===== src/shared/rhp_regs.vh =====
// register map, field positions and timing counts for the root hub port bits
`ifndef RHP_REGS_VH
`define RHP_REGS_VH
`define RHP_OFS_PORT_STATUS  8'h54
`define RHP_OFS_INT_STATUS   8'h58
`define RHP_OFS_INT_MASK     8'h5C
`define RHP_OFS_PORT_CTRL    8'h60
`define RHP_BIT_CCS_CLREN    0
`define RHP_BIT_PES_SETEN    1
`define RHP_BIT_PSS_SETSUSP  2
`define RHP_BIT_CLRSUSP      3
`define RHP_BIT_PRS_SETRST   4
`define RHP_BIT_CSC          16
`define RHP_BIT_PESC         17
`define RHP_BIT_SUSPEND_STATUS_CHANGE_FLAG         18
`define RHP_BIT_RESET_STATUS_CHANGE_FLAG         20
`define RHP_BIT_NONREMOVABLE 0
`define RHP_BIT_OPEN_BUS_ERR 1
`define RHP_RESUME_US        20
`define RHP_RESET_US         10
`define RHP_CLK_MHZ          100
`define RHP_RESUME_CYC       (`RHP_RESUME_US * `RHP_CLK_MHZ)
`define RHP_RESET_CYC        (`RHP_RESET_US * `RHP_CLK_MHZ)
`define RHP_RST_VAL          32'h0000_0000
`endif


===== src/hdl/rhp_port_state.v =====
// root hub port state bits with avalon-mm register slave and interrupt
//
// Summary of operation
// - a set-suspend write to an enabled port sets the suspended flag, bit 2.
// - suspended flag clears when resume interval ends, with suspend change.
// - suspended flag is never set while no device is connected.
// - suspended flag clears at port reset end or controller resume state.
// - a downstream resume is passed to the host controller only while the port is suspended.
// - writing one to bit 2 suspends an enabled port; writing zero does nothing.
// - set-suspend to a disconnected port sets connect change instead.
// - enabled flag clears on fault events, setting enable change flag.
// - enabled flag never set while no device is connected.
// - enabled flag set when port reset or resume completes.
// - writing one to bit 1 enables; disconnected sets connect change.
// - bit 0 reads live connection state of the downstream port.
// - writing one to bit 0 clears the enabled flag.
// - connected flag is unaffected by port status writes; port control bit 0 forces it.
// - connected flag reads one for a non-removable port.
// - writing one to bit 3 starts resume only while suspended.
// - set-reset on disconnected port sets connect change; reset flag clears at end.
`timescale 1ns/1ns
`default_nettype none
`include "rhp_regs.vh"
module rhp_port_state (
  input  wire        clk_sys_in,
  input  wire        rstn_in,
  input  wire [7:0]  avs_address_in,
  input  wire        avs_read_in,
  input  wire        avs_write_in,
  input  wire [31:0] avs_writedata_in,
  input  wire [3:0]  avs_byteenable_in,
  output reg  [31:0] avs_readdata_out,
  output reg         avs_waitrequest_out,
  input  wire        dev_attached_in,
  input  wire        dev_resume_in,
  input  wire        overcurrent_in,
  input  wire        port_power_in,
  input  wire        ctrl_resume_state_in,
  output reg         port_reset_sig_out,
  output reg         port_resume_sig_out,
  output reg         port_enabled_out,
  output reg         upstream_resume_out,
  output reg         irq_out
);
  // =========================================================
  // reset release and pin synchronisers
  reg  [1:0] rst_sync_r;
  wire       rstn = rst_sync_r[1];
  reg  [4:0] pin_s1_r;
  reg  [4:0] pin_s2_r;
  always @(posedge clk_sys_in or negedge rstn_in) begin
    if (!rstn_in) begin
      rst_sync_r <= 2'h0;
    end else begin
      rst_sync_r <= {rst_sync_r[0], 1'b1};
    end
  end
  always @(posedge clk_sys_in or negedge rstn) begin
    if (!rstn) begin
      pin_s1_r <= 5'h00;
      pin_s2_r <= 5'h00;
    end else begin
      pin_s1_r <= {ctrl_resume_state_in, port_power_in, overcurrent_in,
                   dev_resume_in, dev_attached_in};
      pin_s2_r <= pin_s1_r;
    end
  end
  wire attached_s   = pin_s2_r[0];
  wire dev_resume_s = pin_s2_r[1];
  wire ovc_s        = pin_s2_r[2];
  wire power_s      = pin_s2_r[3];
  wire ctrl_res_s   = pin_s2_r[4];

  // =========================================================
  // register state
  reg        port_suspended_flag_r;
  reg        port_enabled_flag_r;
  reg        port_reset_flag_r;
  reg        resuming_r;
  reg [15:0] timer_r;
  reg [31:0] int_status_r;
  reg [31:0] int_mask_r;
  reg [1:0]  port_ctrl_r;
  reg        attached_d_r;
  reg        acc_done_r;

  function sel;
    input [7:0] a;
    input [7:0] ofs;
    begin
      sel = (a == ofs);
    end
  endfunction

  // connected flag: live state or forced for non-removable port
  wire connected_device_flag = attached_s |
       port_ctrl_r[`RHP_BIT_NONREMOVABLE];

  wire acc    = (avs_read_in | avs_write_in) & ~acc_done_r;
  wire wr     = avs_write_in & ~acc_done_r & avs_byteenable_in[0];
  wire wr_ps  = wr & sel(avs_address_in, `RHP_OFS_PORT_STATUS);
  wire wd_clren   = wr_ps & avs_writedata_in[`RHP_BIT_CCS_CLREN];
  wire wd_seten   = wr_ps & avs_writedata_in[`RHP_BIT_PES_SETEN];
  wire wd_setsusp = wr_ps & avs_writedata_in[`RHP_BIT_PSS_SETSUSP];
  wire wd_clrsusp = wr_ps & avs_writedata_in[`RHP_BIT_CLRSUSP];
  wire wd_setrst  = wr_ps & avs_writedata_in[`RHP_BIT_PRS_SETRST];
  wire wr_is  = avs_write_in & ~acc_done_r &
                sel(avs_address_in, `RHP_OFS_INT_STATUS);

  // =========================================================
  // port event decode
  wire disconnect  = attached_d_r & ~connected_device_flag;
  wire fault       = ovc_s | ~power_s | disconnect |
                     port_ctrl_r[`RHP_BIT_OPEN_BUS_ERR];
  wire timer_zero  = (timer_r == 16'h0000);
  wire resume_end  = resuming_r & timer_zero;
  wire reset_end   = port_reset_flag_r & timer_zero;
  wire start_res   = wd_clrsusp & port_suspended_flag_r &
                     ~resuming_r;
  wire start_rst   = wd_setrst & connected_device_flag &
                     ~port_reset_flag_r;
  wire bad_cmd     = (wd_seten | wd_setsusp | wd_setrst) &
                     ~connected_device_flag;
  wire pes_clr_ev  = port_enabled_flag_r & fault;

  wire [31:0] ev_set = ({31'h0, bad_cmd}        << `RHP_BIT_CSC)  |
                       ({31'h0, disconnect}     << `RHP_BIT_CSC)  |
                       ({31'h0, pes_clr_ev}     << `RHP_BIT_PESC) |
                       ({31'h0, resume_end}     << `RHP_BIT_SUSPEND_STATUS_CHANGE_FLAG) |
                       ({31'h0, reset_end}      << `RHP_BIT_RESET_STATUS_CHANGE_FLAG);

  // =========================================================
  // timer load values, cut to the timer width on purpose
  localparam [31:0] RESUME_LOAD_W = `RHP_RESUME_CYC;
  localparam [31:0] RESET_LOAD_W  = `RHP_RESET_CYC;
  localparam [15:0] RESUME_LOAD   = RESUME_LOAD_W[15:0];
  localparam [15:0] RESET_LOAD    = RESET_LOAD_W[15:0];

  // =========================================================
  // attach history for disconnect detection
  always @(posedge clk_sys_in or negedge rstn) begin
    if (!rstn) begin
      attached_d_r <= 1'b0;
    end else begin
      attached_d_r <= connected_device_flag;
    end
  end

  // =========================================================
  // shared interval timer: a reset start reloads it even while resume runs
  reg [15:0] timer_nxt;
  always @* begin
    timer_nxt = timer_r;
    if (!timer_zero) begin
      timer_nxt = timer_r - 16'h0001;
    end
    if (start_res) begin
      timer_nxt = RESUME_LOAD;
    end
    if (start_rst) begin
      timer_nxt = RESET_LOAD;
    end
  end

  always @(posedge clk_sys_in or negedge rstn) begin
    if (!rstn) begin
      timer_r <= 16'h0000;
    end else begin
      timer_r <= timer_nxt;
    end
  end

  // =========================================================
  // suspended flag
  reg port_suspended_flag_nxt;
  always @* begin
    port_suspended_flag_nxt = port_suspended_flag_r;
    if (resume_end | reset_end | ctrl_res_s) begin
      port_suspended_flag_nxt = 1'b0;
    end else if (~connected_device_flag) begin
      port_suspended_flag_nxt = 1'b0;
    end else if (wd_setsusp & port_enabled_flag_r) begin
      port_suspended_flag_nxt = 1'b1;
    end
  end

  always @(posedge clk_sys_in or negedge rstn) begin
    if (!rstn) begin
      port_suspended_flag_r <= 1'b0;
    end else begin
      port_suspended_flag_r <= port_suspended_flag_nxt;
    end
  end

  // =========================================================
  // resume signalling in progress
  reg resuming_nxt;
  always @* begin
    resuming_nxt = resuming_r;
    if (resume_end | reset_end | ctrl_res_s | ~connected_device_flag) begin
      resuming_nxt = 1'b0;
    end
    if (start_res) begin
      resuming_nxt = 1'b1;
    end
  end

  always @(posedge clk_sys_in or negedge rstn) begin
    if (!rstn) begin
      resuming_r <= 1'b0;
    end else begin
      resuming_r <= resuming_nxt;
    end
  end

  // =========================================================
  // port reset flag
  reg port_reset_flag_nxt;
  always @* begin
    port_reset_flag_nxt = port_reset_flag_r;
    if (start_rst) begin
      port_reset_flag_nxt = 1'b1;
    end else if (reset_end) begin
      port_reset_flag_nxt = 1'b0;
    end
  end

  always @(posedge clk_sys_in or negedge rstn) begin
    if (!rstn) begin
      port_reset_flag_r <= 1'b0;
    end else begin
      port_reset_flag_r <= port_reset_flag_nxt;
    end
  end

  // =========================================================
  // enabled flag: any clear cause wins over any set cause
  reg port_enabled_flag_nxt;
  always @* begin
    port_enabled_flag_nxt = port_enabled_flag_r;
    if (~connected_device_flag) begin
      port_enabled_flag_nxt = 1'b0;
    end else if (fault) begin
      port_enabled_flag_nxt = 1'b0;
    end else if (wd_clren) begin
      port_enabled_flag_nxt = 1'b0;
    end else if (reset_end | resume_end) begin
      port_enabled_flag_nxt = 1'b1;
    end else if (wd_seten) begin
      port_enabled_flag_nxt = 1'b1;
    end
  end

  always @(posedge clk_sys_in or negedge rstn) begin
    if (!rstn) begin
      port_enabled_flag_r <= 1'b0;
    end else begin
      port_enabled_flag_r <= port_enabled_flag_nxt;
    end
  end

  // =========================================================
  // interrupt status, mask and control registers
  always @(posedge clk_sys_in or negedge rstn) begin
    if (!rstn) begin
      int_status_r <= `RHP_RST_VAL;
      int_mask_r   <= `RHP_RST_VAL;
      port_ctrl_r  <= 2'h0;
    end else begin
      // set wins over write-one-to-clear
      int_status_r <= (int_status_r &
                       ~(wr_is ? avs_writedata_in : 32'h0)) | ev_set;
      if (avs_write_in & ~acc_done_r &
          sel(avs_address_in, `RHP_OFS_INT_MASK)) begin
        int_mask_r <= avs_writedata_in;
      end
      if (wr & sel(avs_address_in, `RHP_OFS_PORT_CTRL)) begin
        port_ctrl_r <= avs_writedata_in[1:0];
      end
    end
  end

  // =========================================================
  // avalon slave: one wait cycle, answer on the second cycle
  reg [31:0] rd_mux;
  always @* begin
    case (avs_address_in)
      `RHP_OFS_PORT_STATUS: rd_mux = {11'h000, int_status_r[20:16],
                                      11'h000, port_reset_flag_r, 1'b0,
                                      port_suspended_flag_r,
                                      port_enabled_flag_r,
                                      connected_device_flag};
      `RHP_OFS_INT_STATUS:  rd_mux = int_status_r;
      `RHP_OFS_INT_MASK:    rd_mux = int_mask_r;
      `RHP_OFS_PORT_CTRL:   rd_mux = {30'h0, port_ctrl_r};
      default:              rd_mux = 32'h0000_0000;
    endcase
  end

  always @(posedge clk_sys_in or negedge rstn) begin
    if (!rstn) begin
      acc_done_r          <= 1'b0;
      avs_waitrequest_out <= 1'b1;
      avs_readdata_out    <= 32'h0000_0000;
    end else begin
      acc_done_r          <= acc;
      avs_waitrequest_out <= ~acc;
      if (avs_read_in & ~acc_done_r) begin
        avs_readdata_out <= rd_mux;
      end
    end
  end

  // =========================================================
  // port-side outputs
  always @(posedge clk_sys_in or negedge rstn) begin
    if (!rstn) begin
      port_reset_sig_out  <= 1'b0;
      port_resume_sig_out <= 1'b0;
      port_enabled_out    <= 1'b0;
      upstream_resume_out <= 1'b0;
      irq_out             <= 1'b0;
    end else begin
      port_reset_sig_out  <= port_reset_flag_r;
      port_resume_sig_out <= resuming_r;
      port_enabled_out    <= port_enabled_flag_r;
      upstream_resume_out <= dev_resume_s & port_suspended_flag_r;
      irq_out             <= |(int_status_r & int_mask_r);
    end
  end
endmodule // rhp_port_state
`default_nettype wire


===== config.mk =====
export PLATFORM = sky130hd
export DESIGN_NAME = rhp_port_state
export DESIGN_NICKNAME = d
export VERILOG_FILES = /design/src/hdl/rhp_port_state.v
export VERILOG_INCLUDE_DIRS = /design/src /design/src/shared
export SDC_FILE = /design/constraint.sdc
export NUM_CORES = 1
export LEC_CHECK = 0
export ABC_AREA = 1
export BUFFER_PORTS_ARGS = -buffer_cell sky130_fd_sc_hd__buf_2
export CAP_MARGIN = 40
export CORE_MARGIN = 2
export CORE_UTILIZATION = 40
export DETAILED_ROUTE_END_ITERATION = 7
export PLACE_DENSITY = 0.69
export SYNTH_ARGS = -nofsm -noshare
export SYNTH_HDL_FRONTEND = slang
export SYNTH_SLANG_ARGS = --single-unit

===== constraint.sdc =====
create_clock -name clk_sys_in -period 5.5 [get_ports clk_sys_in]
set_clock_uncertainty 0.15 [all_clocks]
set_input_delay 1.1 -clock clk_sys_in [delete_from_list [all_inputs] [get_ports clk_sys_in]]
set_output_delay 1.1 -clock clk_sys_in [all_outputs]
set_load 0.02 [all_outputs]

== Word-level counts from Yosys, hierarchy flattened ==
Cells that the tools add are included.
Operators by class
  add/sub/neg operators: 1
  multiply operators: 0
  div/mod/pow operators: 0
  order comparisons: 0
  equality and inequality tests: 7
  shift-type cells: 0
  multiplexer cells: 17
  bitwise operators: 48
  reductions and logical operators: 4
Operators with widths (number)
  one-hot mux 32 bit (4 select lines): 1
  bitwise AND 32 bit: 2
  two-way mux 16 bit: 3
  equality test 8 x 7 -> 1 bit, second input constant: 4
  two-way mux 32 bit: 1
  inverter 32 bit: 1
  bitwise OR 32 x 21 -> 32 bit: 1
  OR reduction 32 bit: 1
  bitwise AND 1 bit: 24
  bitwise OR 19 x 21 -> 21 bit: 1
  bitwise OR 18 x 19 -> 19 bit: 1
  bitwise OR 17 x 18 -> 18 bit: 1
  bitwise OR 17 bit: 1
  zero test 16 bit: 1
  subtractor 16 x 1 -> 16 bit, second input constant: 1
  two-way mux 1 bit: 12
  bitwise OR 1 bit: 10
  != test 3 x 1 -> 1 bit, second input constant: 2
  inverter 1 bit: 6
  != test 5 x 1 -> 1 bit, second input constant: 1
  nonzero test 2 bit: 2
Word-level totals
  register bits after elaboration: 138
  latch bits: 0
  RAM bits: 0
  memory bits (read-only): 0
  input bits: 53
  output and inout port bits: 38
  logic and storage cells: 97
  memories kept: 0

== Depth between registers and ports, before layout ==
  word-level depth: 13
  depth in mapped cells: 9
  depth with buffers taken out: 9

== Worst setup path after synthesis ==
OpenSTA, ideal clock, no wires.
  path type: input to register
  from: input port avs_address_in[7]
  to: register int_status_r[10]
  setup time: 0.121 ns
  arrival time: 1.929 ns
  required time: 5.229 ns
  path slack: 3.300 ns
  cell stages on the path: 7
  path buffers: 1
  cells stage by stage: inv_1 nand2_1 nor2_4 nand4_1 nor2_4 buf_6 a21oi_1
Between the ends
  cells in the longest elaborated chain, start to end: 6
Ends and longest elaborated chain
  start: declaration: RTL line rhp_port_state.v:27  | input wire [7:0] avs_address_in,
  equality test 8 x 7 -> 1 bit: RTL line rhp_port_state.v:91  | sel = (a == ofs);
  bitwise AND 1 bit: RTL line rhp_port_state.v:107  | wire wr_is = avs_write_in & ~acc_done_r &
  two-way mux 32 bit: RTL line rhp_port_state.v:272  | ~(wr_is ? avs_writedata_in : 32'h0)) | ev_set;
  inverter 32 bit: RTL line rhp_port_state.v:272
  bitwise AND 32 bit: RTL line rhp_port_state.v:271  | int_status_r <= (int_status_r &
  bitwise OR 32 x 21 -> 32 bit: RTL line rhp_port_state.v:272
  end signal: assignment: RTL line rhp_port_state.v:266  | int_status_r <= `RHP_RST_VAL;
  end signal: assignment: RTL line rhp_port_state.v:271
  end: declaration: RTL line rhp_port_state.v:81  | reg [31:0] int_status_r;
Every way passes these cells.
A chain may end at the register's enable or synchronous reset.

== Worst setup path after layout ==
  from: input port avs_address_in[7]
  to: register int_status_r[16]
Between the ends
  cells in the longest elaborated chain, start to end: 11
  elaborated cells on any way between the ends: 18
  those cells by class: eq/ne: 2; mux: 1; bitwise: 15
Ends and longest elaborated chain
  equality test 8 x 7 -> 1 bit: RTL line rhp_port_state.v:91
  bitwise AND 1 bit: RTL line rhp_port_state.v:101  | wire wr_ps = wr & sel(avs_address_in, `RHP_OFS_PORT_STATUS);
  bitwise AND 1 bit, on equally long branches: RTL line rhp_port_state.v:103, rhp_port_state.v:104
  bitwise OR 1 bit (2 in series): RTL line rhp_port_state.v:122  | wire bad_cmd = (wd_seten | wd_setsusp | wd_setrst) &
  bitwise AND 1 bit: RTL line rhp_port_state.v:122
  bitwise OR 17 bit: RTL line rhp_port_state.v:126  | wire [31:0] ev_set = ({31'h0, bad_cmd} << `RHP_BIT_CSC) |
  bitwise OR 17 x 18 -> 18 bit: RTL line rhp_port_state.v:126
  bitwise OR 18 x 19 -> 19 bit: RTL line rhp_port_state.v:126
  bitwise OR 19 x 21 -> 21 bit: RTL line rhp_port_state.v:126
  bitwise OR 32 x 21 -> 32 bit (*): RTL line rhp_port_state.v:272
Mark *: on every way between the ends. The rest lies on a longest branch, timed or not.

==> flow_summary_export.csv <==
group,metric,value,unit
worst_setup_path,critical_path.startpoint_type,"primary input",
clocking,cts_buffer_depth,2,
placed_design,dp_hpwl,9670,um
run_status,outcome,"finished, final reports clean",
synth,synthTopCellsByCount,"nand2_1, dfrtp_1, inv_1",
worst_setup_path,critPathMaxStageDelay,0.40,ns
floorplanning,fp-row-count,45,
power,p_int,0.00177,W
worst_hold_path,hold_path.class,"register to async pin",
route,final_antenna_net_count,0,
final_layout,final_cells,996,
floorplanning,core_area,15100,um^2
clocking,cts.sinks,138,
final_layout,flow.area_growth_from_synthesis,19.5,%
floorplanning,die_x,128,um
sta,post-route-worst-setup-slack,3.06,ns
placed_design,globalplace.congestion,0.815,
clocking,postCtsSetupRepairBufs,0,
power,p_leak,3.93,nW
route,totalWireLength,14000,um
worst_setup_path,worst_ep_required,5.63,ns
floorplanning,die_y,128,um
clocking,ctsResizeCount,0,
power,power.switching_fraction,0.228,
final_layout,antenna_cell_count,0,
clocking,root_buffer,"clkbuf_16",
sta,final.min_clock_period,2.44,ns
final_layout,post_route_cells_drive_above_1_share,0.199,
sta,fmax,0.411,GHz
clocking,tritoncts.num_buffers,17,
synth,number_of_flops_mapped_to_enable_cells_by_yosys,0,
synth,postSynth.topFlopCell,"dfrtp_1",
power,pwr-share-clk,0.486,
global_routing,groute.usage.overall,0.183,
route,drt_pre_antenna_iters,5,
worst_setup_path,worstSetupEndpointType,"register",
synth,synth_largest_area_cell,"dfrtp_1",
worst_setup_path,crit_top_cell,"nand2_1",
final_layout,layout.nets,849,
worst_setup_path,critical-path-top-delay-family,"simple AND/OR/NAND/NOR gates",
power,power_density,312,nW/um^2
synth,netlist.area_leader.share,0.557,
synth,synth_top_cells_by_area,"dfrtp_1, nand2_1, inv_1, nor2_1, a21oi_1",
clocking,cts_hold_repair.buffers,0,
worst_setup_path,critPathArrivalTime,2.56,ns
sta,tightest_slew,0.746,ns
clocking,clock_network_latency_to_the_later_pin_of_the_worst_skew_pair,0.42,ns
route,avgRoutedWirePerCell,14.0,um
worst_setup_path,standard_cell_with_the_maximum_stage_delay_on_the_critical_path,"nand2_2",
sta,finalMaxSlewViolations,0,
sta,setup-tns-final,0,ns
placed_design,placed_cells_incl_taps,964,
power,power.switching,0.000524,W
global_routing,first_global_vias,4710,
global_routing,grt_max_degree,64,
power,seqPwrFrac,0.459,
placed_design,portBuffers,87,
worst_setup_path,cp_max_fo,27,
global_routing,total_global_routing_overflow,0,
power,vdd.ir_drop.worst,0.200,mV
synth,post_synth_inst_count,703,
run,number_of_max_cap_violations,0,
synth,postSynth.asyncResetShare,1.00,
route,vias,4795,
floorplanning,die_area,16400,um^2
clocking,cts.clk_slew.worst_paths,0.05,ns
worst_setup_path,path_buf_inv,3,
synth,synth_seq_cells,138,
worst_setup_path,worst-setup-path-type,"primary input to register",
clocking,h-tree-depth,4,
global_routing,grt_pass1_wl,23100,um
sta,max-slew-margin-rel,0.501,
global_routing,grt_antenna_before_repair,0,
route,route.detailed.drc,0,
synth,yosys.cell_count.top_type,"nand2_1",
power,power.combinational.fraction,0.055,
synth,part_of_the_yosys_area_used_for_sequential_elements,0.561,
synth,synth.distinct_cells,41,
route,viasPerCell,4.81,
synth,synth.yosys.warnings,0,
synth,synth.cell_area,6160,um^2
synth,avgSynthCellArea,8.76,um^2
floorplanning,start_util,0.407,
worst_setup_path,crit_path_cell_trace,"buf_2 -> inv_1 -> nand2_1 -> nor2_4 -> nand2_2 -> inv_2 -> nand2_1 -> o21ai_0 -> nand3_1",
sta,final.period_utilization,0.443,
placed_design,detailedPlace.worstSlack,2.62,ns
sta,hold_vio_cnt_final,0,
floorplanning,number_of_top_level_pins,91,
sta,timing.final.setup_violations,0,
synth,postSynthNetCount,757,
clocking,cts_tree,"done",
route,drt_first_iter_violations,392,
sta,rsz0062_at_grt,"no",
## final timing paths
kind,startpoint,end,slack (ns),cells after the start
max,avs_address_in[7],int_status_r[16],3.06,9
min reg2reg,rst_sync_r[1],port_ctrl_r[0],0.1,0
max reg2reg,acc_done_r,avs_readdata_out[20],3.59,7
min,rst_sync_r[1],port_ctrl_r[0],0.1,0
max in group asynchronous,rst_sync_r[1],int_mask_r[17],3.92,3
min in group clk_sys_in,pin_s1_r[3],pin_s2_r[3],0.20,0
## power by group through the flow
stage	registers, W	clock network [W]	logic, W
final	0.00105	0.00112	0.000125
after floorplan	0.00109	0	0.0000528
after global placement	0.00108	0	0.000111
after global routing	0.00106	0.00119	0.000141
after CTS	0.00105	0.00114	0.000128
after detailed placement	0.00107	0	0.000128
## sequential cells by signal (all words and copies together) (netlist names), 2 cells and up
signal	flops
avs_readdata_out	32
int_mask_r	32
int_status_r	32
timer_r	16
pin_s1_r	5
pin_s2_r	5
port_ctrl_r	2
rst_sync_r	2
## stage by stage
stage | utilization | hold slack (ns) | power, W | instance area (um^2)
2_1_floorplan | - | 0.181 | 0.00114 | 6160
3_3_place_gp | 0.443 | 0.183 | 0.00119 | 6710
3_5_place_dp | 0.448 | 0.115 | 0.00120 | 6780
4_1_cts | 0.486 | 0.116 | 0.00232 | 7360
5_1_grt | 0.486 | 0.132 | 0.00239 | 7360
6_report | 0.486 | 0.0953 | 0.00229 | 7360
## layer usage
layer	GRT usage	vias to the layer above	routed length [um]
li1	-	2416	-
met1	0.243	2256	6410
met2	0.286	110	6730
met3	0.0538	13	646
met4	0.0705	0	172
met5	0	-	0
## cells in the final DEF, fill, tap and decap left out, drive strengths merged, types with 6 or more instances in the layout
cell type,n
a21oi,55
inv,99
dfrtp,137
o21ai,32
nand2,191
buf,92
xor2,6
nand4,8
clkinv,6
clkbuf,21
o22ai,34
nor2,83
nand3,23
## cells by family (layout without fill, tap and decap cells)
family	Yosys count	in the layout	share of synthesized area
DFF	138	138	0.561
and+or+nand+nor	310	310	0.224
xor gates and xnor gates	8	8	0.0114
AOI/OAI and AO/OA	127	127	0.117
adders and majority gates	1	1	0.00203
other	1	1	0.000609
buffers and inverters	118	223	0.0841
## cell type report
type,count,area (um^2)
timing repair buffer,92,526
fill,1451,7780
clock inverter,11,120
sequential,138,3460
clock buffer,21,460
multi-input combinational,447,2180
tap,188,235
inverter,99,377
No activity file was read; power rests on OpenSTA's default activity.
